$ cat src/rtl/uafe_pkg.sv
// Purpose: constants for the enhanced serial port receive logic
// Assumes: 8-bit special function register bus inside the controller
// Notes: offsets are register-space byte addresses
package uafe_pkg;
   // ----------------------------------------
   // register map
   // ----------------------------------------
   localparam logic [7:0] SERIAL_PORT_CONTROL_ADDR = 8'h98;
   localparam logic [7:0] SLAVE_ADDRESS_ADDR = 8'hA9;
   localparam logic [7:0] SLAVE_ADDRESS_MASK_ADDR = 8'hB9;
   localparam logic [7:0] POWER_CONTROL_ADDR = 8'h87;
   localparam logic [7:0] SERIAL_PORT_CONTROL_RESET = 8'h00;
   localparam logic [7:0] SLAVE_ADDRESS_RESET = 8'h00;
   localparam logic [7:0] SLAVE_ADDRESS_MASK_RESET = 8'h00;
   localparam logic [7:0] POWER_CONTROL_RESET = 8'h00;
   // ----------------------------------------
   // field positions
   // ----------------------------------------
   localparam int CTL_BIT7 = 7;
   localparam int CTL_MODE1 = 6;
   localparam int CTL_MPAE = 5;
   localparam int CTL_REN = 4;
   localparam int CTL_RX9 = 2;
   localparam int CTL_RCF = 0;
   localparam int PWR_VIEW = 6;
   // ----------------------------------------
   // receiver timing
   // ----------------------------------------
   localparam logic [3:0] OVERSAMPLE = 4'hF; // 16 ticks per bit, last index
   localparam logic [3:0] SAMPLE_A = 4'h7;
   localparam logic [3:0] SAMPLE_B = 4'h8;
   localparam logic [3:0] SAMPLE_C = 4'h9;
   localparam int FIFO_WIDTH = 9;
   localparam int FIFO_DEPTH = 8;
   typedef enum logic [1:0] {UAFE_IDLE, UAFE_START, UAFE_DATA, UAFE_STOP} uafe_state_t;
endpackage

$ cat src/rtl/uafe_fifo.sv
// Purpose: small synchronous FIFO for received characters
// Assumes: one clock, active-low async reset
// Notes: full and empty are exact; no write when full
`timescale 1ns/1ps
module uafe_fifo #(
   parameter int WIDTH = 9,
   parameter int DEPTH = 8
) (
   input wire logic mclk,
   input wire logic rst_b,
   input wire logic in_valid,
   output logic in_ready,
   input wire logic [WIDTH-1:0] in_data,
   output logic out_valid,
   input wire logic out_ready,
   output logic [WIDTH-1:0] out_data
);
   localparam int AW = $clog2(DEPTH);
   logic [WIDTH-1:0] mem [DEPTH];
   logic [AW-1:0] wr_ptr, rd_ptr, next_wr_ptr, next_rd_ptr;
   logic [AW:0] count, next_count;
   logic push, pop;
   // ----------------------------------------
   // pointer arithmetic
   // ----------------------------------------
   always_comb begin
      push = in_valid && in_ready;
      pop = out_valid && out_ready;
      next_wr_ptr = push ? AW'(wr_ptr + 1'b1) : wr_ptr;
      next_rd_ptr = pop ? AW'(rd_ptr + 1'b1) : rd_ptr;
      next_count = count;
      if (push && !pop) begin
         next_count = (AW+1)'(count + 1'b1);
      end else if (pop && !push) begin
         next_count = (AW+1)'(count - 1'b1);
      end
   end
   assign in_ready = (count != (AW+1)'(DEPTH));
   assign out_valid = (count != '0);
   assign out_data = mem[rd_ptr];
   // storage has no reset so it maps to plain registers
   always_ff @(posedge mclk) begin
      if (push) begin
         mem[wr_ptr] <= in_data;
      end
   end
   always_ff @(posedge mclk or negedge rst_b) begin
      if (!rst_b) begin
         wr_ptr <= '0;
         rd_ptr <= '0;
         count <= '0;
      end else begin
         wr_ptr <= next_wr_ptr;
         rd_ptr <= next_rd_ptr;
         count <= next_count;
      end
   end
   a_fifo_no_overflow: assert property (@(posedge mclk) disable iff (!rst_b)
      count == (AW+1)'(DEPTH) |-> ##1 count == (AW+1)'(DEPTH) || $fell(count[AW]) || !count[AW])
      else $error("fifo count exceeded depth");
endmodule

$ cat src/rtl/uafe_top.sv
// Purpose: enhanced serial receive path: framing error and address match
// Assumes: sfr_* bus from the cpu core, rx_tick is a 16x baud pulse on mclk
// Notes: transmit path lives elsewhere; this block owns the control view
// Contract
// missing stop bit sets the framing error flag; here only in modes 1, 2 and 3, never in mode 0
// control bit 7 is framing error when view select set, else mode bit 0
// framing error flag clears only by software writing zero
// good frames never clear a pending framing error
// address matching only while multiproc address enable is set
// modes 2 and 3: receive complete only on given or broadcast match
// in 9-bit modes only a ninth bit of one marks an address
// mode 1: receive complete needs valid stop bit and address match
// given address is slave address AND mask; mask zeros ignored
// broadcast is slave address OR mask; result zeros ignored
// mode 0 ignores multiproc address enable
// slave address and mask reset to all zeros
// stop bit checked by majority sample at stop sampling point
`timescale 1ns/1ps
module uafe_top (
   input wire logic mclk,
   input wire logic rst_b,
   input wire logic [7:0] sfr_addr,
   input wire logic sfr_wr,
   input wire logic [7:0] sfr_wdata,
   output logic [7:0] sfr_rdata,
   input wire logic rx_tick,
   input wire logic rxd,
   output logic rx_valid,
   input wire logic rx_ready,
   output logic [8:0] rx_data
);
   logic [7:0] ctl, next_ctl;
   logic fe, next_fe;
   logic [7:0] slave_address, next_slave_address, smask, next_smask, pwr, next_pwr;
   logic rxd_s1, rxd_s2;
   uafe_pkg::uafe_state_t st, next_st;
   logic [3:0] tick_cnt, next_tick_cnt;
   logic [3:0] bit_cnt, next_bit_cnt;
   logic [8:0] shreg, next_shreg;
   logic [2:0] samp, next_samp;
   logic frame_done, stop_ok, accept, push;
   logic fifo_ready;
   logic [8:0] rx_word;
   logic [1:0] mode;
   logic [3:0] nbits;

   // majority of three samples around mid-bit
   function automatic logic maj3(input logic [2:0] s);
      return (s[0] & s[1]) | (s[0] & s[2]) | (s[1] & s[2]);
   endfunction

   // masked compare; a zero in care marks a don't-care position
   function automatic logic addr_hit(input logic [7:0] b, input logic [7:0] a,
                                     input logic [7:0] m);
      logic [7:0] given_care;
      logic [7:0] bcast_care;
      given_care = m;
      bcast_care = a | m;
      return (((b ^ (a & m)) & given_care) == 8'h00) ||
             (((b ^ 8'hFF) & bcast_care) == 8'h00);
   endfunction

   // ----------------------------------------
   // pin synchroniser
   // ----------------------------------------
   // rxd is asynchronous; only rxd_s2 feeds logic
   always_ff @(posedge mclk or negedge rst_b) begin
      if (!rst_b) begin
         rxd_s1 <= 1'b1;
         rxd_s2 <= 1'b1;
      end else begin
         rxd_s1 <= rxd;
         rxd_s2 <= rxd_s1;
      end
   end

   // mode bit 0 is hidden while the frame error view is selected
   assign mode = {ctl[uafe_pkg::CTL_BIT7], ctl[uafe_pkg::CTL_MODE1]};
   // mode 0 is shift mode here received as 8 bits; modes 2/3 carry a ninth bit
   assign nbits = mode[1] ? 4'h9 : 4'h8;

   // ----------------------------------------
   // receiver
   // ----------------------------------------
   always_comb begin
      next_st = st;
      next_tick_cnt = tick_cnt;
      next_bit_cnt = bit_cnt;
      next_shreg = shreg;
      next_samp = samp;
      frame_done = 1'b0;
      if (rx_tick) begin
         next_tick_cnt = 4'(tick_cnt + 1'b1);
         if (tick_cnt == uafe_pkg::SAMPLE_A) next_samp[0] = rxd_s2;
         if (tick_cnt == uafe_pkg::SAMPLE_B) next_samp[1] = rxd_s2;
         if (tick_cnt == uafe_pkg::SAMPLE_C) next_samp[2] = rxd_s2;
         unique case (st)
            uafe_pkg::UAFE_IDLE: begin
               next_tick_cnt = 4'h0;
               if (!rxd_s2 && ctl[uafe_pkg::CTL_REN]) next_st = uafe_pkg::UAFE_START;
            end
            uafe_pkg::UAFE_START: begin
               if (tick_cnt == uafe_pkg::OVERSAMPLE) begin
                  // false start bit drops back to idle
                  next_st = maj3(samp) ? uafe_pkg::UAFE_IDLE : uafe_pkg::UAFE_DATA;
                  next_bit_cnt = 4'h0;
               end
            end
            uafe_pkg::UAFE_DATA: begin
               if (tick_cnt == uafe_pkg::OVERSAMPLE) begin
                  next_shreg = {maj3(samp), shreg[8:1]};
                  next_bit_cnt = 4'(bit_cnt + 1'b1);
                  if (4'(bit_cnt + 1'b1) == nbits) next_st = uafe_pkg::UAFE_STOP;
               end
            end
            uafe_pkg::UAFE_STOP: begin
               // decide at the stop sampling point, not at bit end
               if (tick_cnt == 4'(uafe_pkg::SAMPLE_C + 1'b1)) begin
                  frame_done = 1'b1;
                  next_st = uafe_pkg::UAFE_IDLE;
               end
            end
         endcase
      end
   end

   always_ff @(posedge mclk or negedge rst_b) begin
      if (!rst_b) begin
         st <= uafe_pkg::UAFE_IDLE;
         tick_cnt <= 4'h0;
         bit_cnt <= 4'h0;
         shreg <= 9'h000;
         samp <= 3'h7;
      end else begin
         st <= next_st;
         tick_cnt <= next_tick_cnt;
         bit_cnt <= next_bit_cnt;
         shreg <= next_shreg;
         samp <= next_samp;
      end
   end

   // ----------------------------------------
   // frame qualification
   // ----------------------------------------
   always_comb begin
      logic [7:0] byte_in;
      logic ninth;
      byte_in = mode[1] ? shreg[7:0] : shreg[8:1];
      ninth = shreg[8];
      // same majority sample as a data bit
      stop_ok = maj3(samp);
      accept = 1'b1;
      if (mode == 2'b00) begin
         // shift mode never filters
         accept = 1'b1;
      end else if (ctl[uafe_pkg::CTL_MPAE]) begin
         // filter only with address enable set
         if (mode[1]) begin
            accept = ninth && addr_hit(byte_in, slave_address, smask);
         end else begin
            accept = stop_ok && addr_hit(byte_in, slave_address, smask);
         end
      end
      push = frame_done && accept;
   end

   // queued word: ninth bit in modes 2/3, else the stop sample rides in bit 8
   assign rx_word = mode[1] ? shreg : {stop_ok, shreg[8:1]};

   // ----------------------------------------
   // register file
   // ----------------------------------------
   always_comb begin
      logic wr_ctl;
      wr_ctl = sfr_wr && (sfr_addr == uafe_pkg::SERIAL_PORT_CONTROL_ADDR);
      next_ctl = ctl;
      next_fe = fe;
      next_slave_address = slave_address;
      next_smask = smask;
      next_pwr = pwr;
      if (wr_ctl) begin
         next_ctl[6:0] = sfr_wdata[6:0];
         // bit 7 write lands in the selected view
         if (pwr[uafe_pkg::PWR_VIEW]) next_fe = sfr_wdata[uafe_pkg::CTL_BIT7];
         else next_ctl[uafe_pkg::CTL_BIT7] = sfr_wdata[uafe_pkg::CTL_BIT7];
      end
      if (sfr_wr && sfr_addr == uafe_pkg::SLAVE_ADDRESS_ADDR) next_slave_address = sfr_wdata;
      if (sfr_wr && sfr_addr == uafe_pkg::SLAVE_ADDRESS_MASK_ADDR) next_smask = sfr_wdata;
      if (sfr_wr && sfr_addr == uafe_pkg::POWER_CONTROL_ADDR) next_pwr = sfr_wdata;
      // hardware only sets; set beats a same-cycle clear
      if (frame_done && !stop_ok && mode != 2'b00) next_fe = 1'b1;
      if (frame_done && mode != 2'b00) next_ctl[uafe_pkg::CTL_RX9] = shreg[8] | !mode[1];
      // receive complete wins over a software clear in the same cycle
      if (push) next_ctl[uafe_pkg::CTL_RCF] = 1'b1;
   end

   // address and mask come up all zero
   always_ff @(posedge mclk or negedge rst_b) begin
      if (!rst_b) begin
         ctl <= uafe_pkg::SERIAL_PORT_CONTROL_RESET;
         fe <= 1'b0;
         slave_address <= uafe_pkg::SLAVE_ADDRESS_RESET;
         smask <= uafe_pkg::SLAVE_ADDRESS_MASK_RESET;
         pwr <= uafe_pkg::POWER_CONTROL_RESET;
      end else begin
         ctl <= next_ctl;
         fe <= next_fe;
         slave_address <= next_slave_address;
         smask <= next_smask;
         pwr <= next_pwr;
      end
   end

   // read mux with the bit 7 view
   always_comb begin
      unique case (sfr_addr)
         uafe_pkg::SERIAL_PORT_CONTROL_ADDR:
            sfr_rdata = {pwr[uafe_pkg::PWR_VIEW] ? fe : ctl[uafe_pkg::CTL_BIT7], ctl[6:0]};
         uafe_pkg::SLAVE_ADDRESS_ADDR: sfr_rdata = slave_address;
         uafe_pkg::SLAVE_ADDRESS_MASK_ADDR: sfr_rdata = smask;
         uafe_pkg::POWER_CONTROL_ADDR: sfr_rdata = pwr;
         default: sfr_rdata = 8'h00;
      endcase
   end

   // accepted characters queue here; a full queue drops the character
   uafe_fifo #(.WIDTH(uafe_pkg::FIFO_WIDTH), .DEPTH(uafe_pkg::FIFO_DEPTH)) u_fifo (
      .mclk(mclk),
      .rst_b(rst_b),
      .in_valid(push),
      .in_ready(fifo_ready),
      .in_data(rx_word),
      .out_valid(rx_valid),
      .out_ready(rx_ready),
      .out_data(rx_data)
   );

   // ----------------------------------------
   // assertions
   // ----------------------------------------
   a_fe_set_on_bad_stop: assert property (@(posedge mclk) disable iff (!rst_b)
      frame_done && !stop_ok && mode != 2'b00 |=> fe) else $error("fe not set");
   a_fe_sticky_hw: assert property (@(posedge mclk) disable iff (!rst_b)
      fe && !(sfr_wr && sfr_addr == uafe_pkg::SERIAL_PORT_CONTROL_ADDR) |=> fe)
      else $error("fe cleared without write");
   a_fe_good_frame: assert property (@(posedge mclk) disable iff (!rst_b)
      fe && frame_done && stop_ok && !sfr_wr |=> fe) else $error("good frame cleared fe");
   a_view_read: assert property (@(posedge mclk) disable iff (!rst_b)
      sfr_addr == uafe_pkg::SERIAL_PORT_CONTROL_ADDR && pwr[uafe_pkg::PWR_VIEW]
      |-> sfr_rdata[7] == fe) else $error("bit 7 view wrong");
   a_mode9_addr_only: assert property (@(posedge mclk) disable iff (!rst_b)
      push && mode[1] && ctl[uafe_pkg::CTL_MPAE] |-> shreg[8]) else $error("data passed filter");
   a_mode1_stop: assert property (@(posedge mclk) disable iff (!rst_b)
      push && mode == 2'b01 && ctl[uafe_pkg::CTL_MPAE] |-> stop_ok) else $error("bad stop passed");
   a_filter_off: assert property (@(posedge mclk) disable iff (!rst_b)
      frame_done && !ctl[uafe_pkg::CTL_MPAE] |-> push) else $error("filter active when off");
   a_mode0_ignore: assert property (@(posedge mclk) disable iff (!rst_b)
      frame_done && mode == 2'b00 |-> push) else $error("mode 0 filtered");
   a_rcf_set: assert property (@(posedge mclk) disable iff (!rst_b)
      push |=> ctl[uafe_pkg::CTL_RCF]) else $error("receive flag not set");
   c_fe_event: cover property (@(posedge mclk) disable iff (!rst_b) $rose(fe));
   c_addr_match: cover property (@(posedge mclk) disable iff (!rst_b)
      push && ctl[uafe_pkg::CTL_MPAE]);
   c_addr_reject: cover property (@(posedge mclk) disable iff (!rst_b) frame_done && !push);
   c_fifo_drop: cover property (@(posedge mclk) disable iff (!rst_b) push && !fifo_ready);
endmodule

$ cat config.mk
export PLATFORM = sky130hd
export DESIGN_NAME = uafe_top
export DESIGN_NICKNAME = d
export VERILOG_FILES = /design/src/rtl/uafe_pkg.sv /design/src/rtl/uafe_fifo.sv /design/src/rtl/uafe_top.sv
export SDC_FILE = /design/constraint.sdc
export NUM_CORES = 1
export LEC_CHECK = 0
export BUFFER_PORTS_ARGS = -buffer_cell sky130_fd_sc_hd__buf_2
export CAP_MARGIN = 10
export CORE_MARGIN = 1.5
export CORE_UTILIZATION = 61
export CTS_CLUSTER_DIAMETER = 120
export DETAILED_ROUTE_END_ITERATION = 16
export PLACE_DENSITY = 0.8
export SLEW_MARGIN = 10
export SYNTH_ARGS = -nofsm -noshare
export SYNTH_HDL_FRONTEND = slang
export SYNTH_SLANG_ARGS = --single-unit
$ cat constraint.sdc
create_clock -name mclk -period 3.5 [get_ports mclk]
set_input_delay 0.7 -clock mclk [delete_from_list [all_inputs] [get_ports mclk]]
set_output_delay 0.7 -clock mclk [all_outputs]
set_load 0.005 [all_outputs]
==> results.sh <==
export IMPL_status="finished, final reports clean"
export IMPL_postRouteWirelength_mm=12.9
export IMPL_synth_area_per_cell_um2=15.2
export IMPL_clk_pin_slew_ns=0.06
export IMPL_routabilityCongestion=0.816
export IMPL_worstMarginPinSlew_ns=0.892
export IMPL_fin_crit_sh_pct=95.4
export IMPL_die_x_um=106
export IMPL_firstDrtPassIters=4
export IMPL_ys_async_sr_fraction_pct=48.2
export IMPL_grt_pass1_vias=3969
export IMPL_grt_max_degree=41
export IMPL_place_hpwl_mm=8.28
export IMPL_clockPowerShare_pct=46.5
export IMPL_num_rows=37
export IMPL_syn_inst=424
export IMPL_clkLatencyLatePin_ns=0.53
export IMPL_power_switching_mw=0.786
export IMPL_coreArea_um2=10300
export IMPL_initial_utilization_pct=62.5
export IMPL_hold_viol=0
export IMPL_power_density_nw_per_um2=489
export IMPL_grt_usage_pct=25.1
export IMPL_drv_slew=0
export IMPL_htreeDepth=4
export IMPL_synth_seq_area_share_pct=59.8
export IMPL_fill_cells=655
export IMPL_rsz0062_at_grt="no"
export IMPL_dr_total_vias=3790
export IMPL_internal_power_mw=2.82
export IMPL_setup_viol=0
export IMPL_drc=0
export IMPL_finalCriticalPeriod_ns=3.34
export IMPL_cap_violations=0
export IMPL_drive_gt1_share_pct=37.1
export IMPL_hold_buffers=0
export IMPL_io_pins=40
export IMPL_design_area_um2=7380
export IMPL_finalClockSkew_ns=0.00834
export IMPL_drt_initial_drc_count=171
export IMPL_leakagePower_nw=3.10
export IMPL_reg2reg_slack_ns=0.16
export IMPL_crit_fanout=10
export IMPL_antennaDiodeCount=0
export IMPL_nets=511
export IMPL_cts_max_path_buffers=2
export IMPL_placed_area_um2=6800
export IMPL_syn_area_um2=6430
export IMPL_cts_buffers=17
export IMPL_synthFlopType="edfxtp_1"
export IMPL_drt_vias_per_instance=6.04
export IMPL_critPathRequiredTime_ns=3.91
export IMPL_ys_types=57
export IMPL_cts_root_buf="clkbuf_8"
export IMPL_grt_overflow_total=0
export IMPL_die_y_um=106
export IMPL_grt_pass1_wl_mm=20.7
export IMPL_yosysWarnings=0
export IMPL_vdd_drop_max_uv=308
export IMPL_worstPathArrival_ns=3.75
export IMPL_endpoint_kind="register"
export IMPL_synth_fp_nets=457
export IMPL_max_freq_mhz=300
export IMPL_antenna_found_initial=0
export IMPL_slew_headroom_pct=40.6
export IMPL_seqPwrFrac_pct=49.4
export IMPL_hold_path_class="input port to async pin"
export IMPL_fin_setup_tns_ns=0
export IMPL_area_growth_pct=14.9
export IMPL_switching_share_pct=21.8
export IMPL_wl_per_cell_um=20.6
export IMPL_numPortBuffers=39
export IMPL_ys_ff_latch=139
export IMPL_final_antenna_net_count=0
export IMPL_clock_sinks=139
export IMPL_cts_tree="yes"
export IMPL_path_class="register to register"
export IMPL_die_area_um2=11200
export IMPL_synth_edff_count=72
export IMPL_comb_power_share_pct=4.1
export IMPL_worstSetupStartpointType="register"
final cells by class:
| cell class | count | area (um^2) | share of cell area (%) |
|---|---|---|---|
| flip-flops and latches | 139 | 3850 | 52.1 |
| clock buffers | 20 | 425 | 5.76 |
| repair buffers | 49 | 283 | 3.83 |
| clock inverters | 12 | 126 | 1.71 |
| well taps | 136 | 170 | 2.30 |
| inverters | 5 | 18.8 | 0.254 |
| multi-input cells | 266 | 2510 | 34.0 |
flip-flops by register name (all words and copies together) (netlist names), named ones only:
| signal | count |
|---|---|
| u_fifo.mem | 72 |
| shreg | 9 |
| ctl | 8 |
| pwr | 8 |
| slave_address | 8 |
| smask | 8 |
| bit_cnt | 4 |
| tick_cnt | 4 |
| u_fifo.count | 4 |
| samp | 3 |
| u_fifo.rd_ptr | 3 |
| u_fifo.wr_ptr | 3 |
| fe | 1 |
| rxd_s1 | 1 |
| rxd_s2 | 1 |
| st | 1 |
Yosys cell counts, types with 2 or more instances:
library cell / n / area share [%]
edfxtp_1: 72 / 34
dfrtp_1: 62 / 24
mux2_2: 59 / 10
nand2_1: 32 / 1.9
mux4_2: 18 / 6.3
a22oi_1: 16 / 1.9
nor2_1: 16 / 0.93
o21ai_0: 12 / 0.93
mux2i_1: 11 / 1.7
ha_1: 10 / 1.9
nand2b_1: 8 / 0.78
xnor2_1: 8 / 1.1
clkbuf_1: 6 / 0.35
mux2_4: 6 / 1.4
nand3_1: 6 / 0.47
o22ai_1: 6 / 0.58
xor2_1: 6 / 0.82
buf_2: 5 / 0.39
dfstp_2: 5 / 2.0
a21oi_1: 4 / 0.31
and4b_1: 4 / 0.62
inv_1: 4 / 0.23
nor2b_1: 4 / 0.39
and3_1: 3 / 0.29
a2111oi_4: 2 / 0.86
a21o_1: 2 / 0.23
a22o_1: 2 / 0.27
and2_1: 2 / 0.19
and4bb_1: 2 / 0.39
buf_1: 2 / 0.12
nor3_1: 2 / 0.16
nor3b_1: 2 / 0.23
power by group through the flow:
stage | logic, mW | registers [mW] | clock network (mW)
detailed placement | 0.142 | 1.81 | 0
global placement | 0.138 | 1.81 | 0
finish | 0.146 | 1.78 | 1.68
floorplan | 0.0992 | 1.79 | 0
global route | 0.165 | 1.79 | 1.76
CTS | 0.146 | 1.78 | 1.69
cells by family (layout without fill, tap and decap cells):
| logic type | after synthesis | in the layout | synth area share [%] |
|---|---|---|---|
| flops | 139 | 139 | 59.8 |
| mux | 94 | 94 | 19.8 |
| fa+ha+maj | 12 | 12 | 2.43 |
| buf+inv | 19 | 86 | 1.32 |
| simple gates | 94 | 94 | 8.47 |
| xor+xnor | 14 | 14 | 1.91 |
| compound gates | 52 | 52 | 6.27 |
worst max-delay path, cell delays in order (launching register included):
cell       delay, ns
dfrtp_2         0.48
buf_4           0.16
mux2_4          0.36
mux2i_1         0.17
a2111oi_4       0.36
nand3_4         0.15
nand2_4         0.14
ha_1            0.21
inv_1           0.11
ha_1            0.31
a21o_1          0.18
a21oi_1         0.21
xnor2_1         0.16
nor2_1          0.07
xor2_1          0.14
cell usage in the layout (no fill, tap or decap), types with 5 or more instances in the layout:
cell        n
a22oi_1    16
buf_2      39
buf_4       9
clkbuf_16  16
clkinv_2    5
dfrtp_1    61
dfstp_2     5
edfxtp_1   72
ha_1       10
mux2_2     56
mux2_4      9
mux2i_1    11
mux4_2     18
nand2_1    32
nand2b_1    8
nand3_1     6
nor2_1     16
o21ai_0    12
o22ai_1     6
xnor2_1     8
xor2_1      6
routing by layer:
layer	GRT usage [%]	wire length (um)
met1	31.3	5440
met2	43.1	6730
met3	5.19	499
met4	9.75	227
met5	0	0
what timing repair did:
item / CTS / global route
endpoints found under the setup margin: 1 / 1
resized for setup: 1 / 3
setup buffers: 0 / 2
cloned: 0 / 0
pin swaps: 0 / 3
final timing paths:
check,startpoint,end,cells past startpoint
setup / recovery,ctl[7]$_DFFE_PN0P_,u_fifo.count[3]$_DFFE_PN0P_,14
hold / removal,rst_b,tick_cnt[1]$_DFFE_PN0P_,1
setup reg to reg,ctl[7]$_DFFE_PN0P_,u_fifo.count[3]$_DFFE_PN0P_,14
hold reg to reg,rxd_s1$_DFF_PN1_,rxd_s2$_DFF_PN1_,0
max in group asynchronous,rst_b,ctl[7]$_DFFE_PN0P_,2
min in group mclk,rxd,rxd_s1$_DFF_PN1_,1
through the flow:
stage | cells | utilization (%) | total power [mW] | hold WS [ns] | setup WS, ns
5_1_grt | 627 | 71.8 | 3.71 | 0.243 | 0.000958
4_1_cts | 625 | 71.6 | 3.62 | 0.213 | 0.0565
2_1_floorplan | 424 | - | 1.89 | 0.345 | 0.518
6_report | 627 | 71.8 | 3.61 | 0.198 | 0.162
3_5_place_dp | 593 | 66.2 | 1.96 | 0.349 | -0.00505
3_3_place_gp | 593 | 66.2 | 1.95 | 0.346 | 0.205
Power figures use the tool's default switching activity.
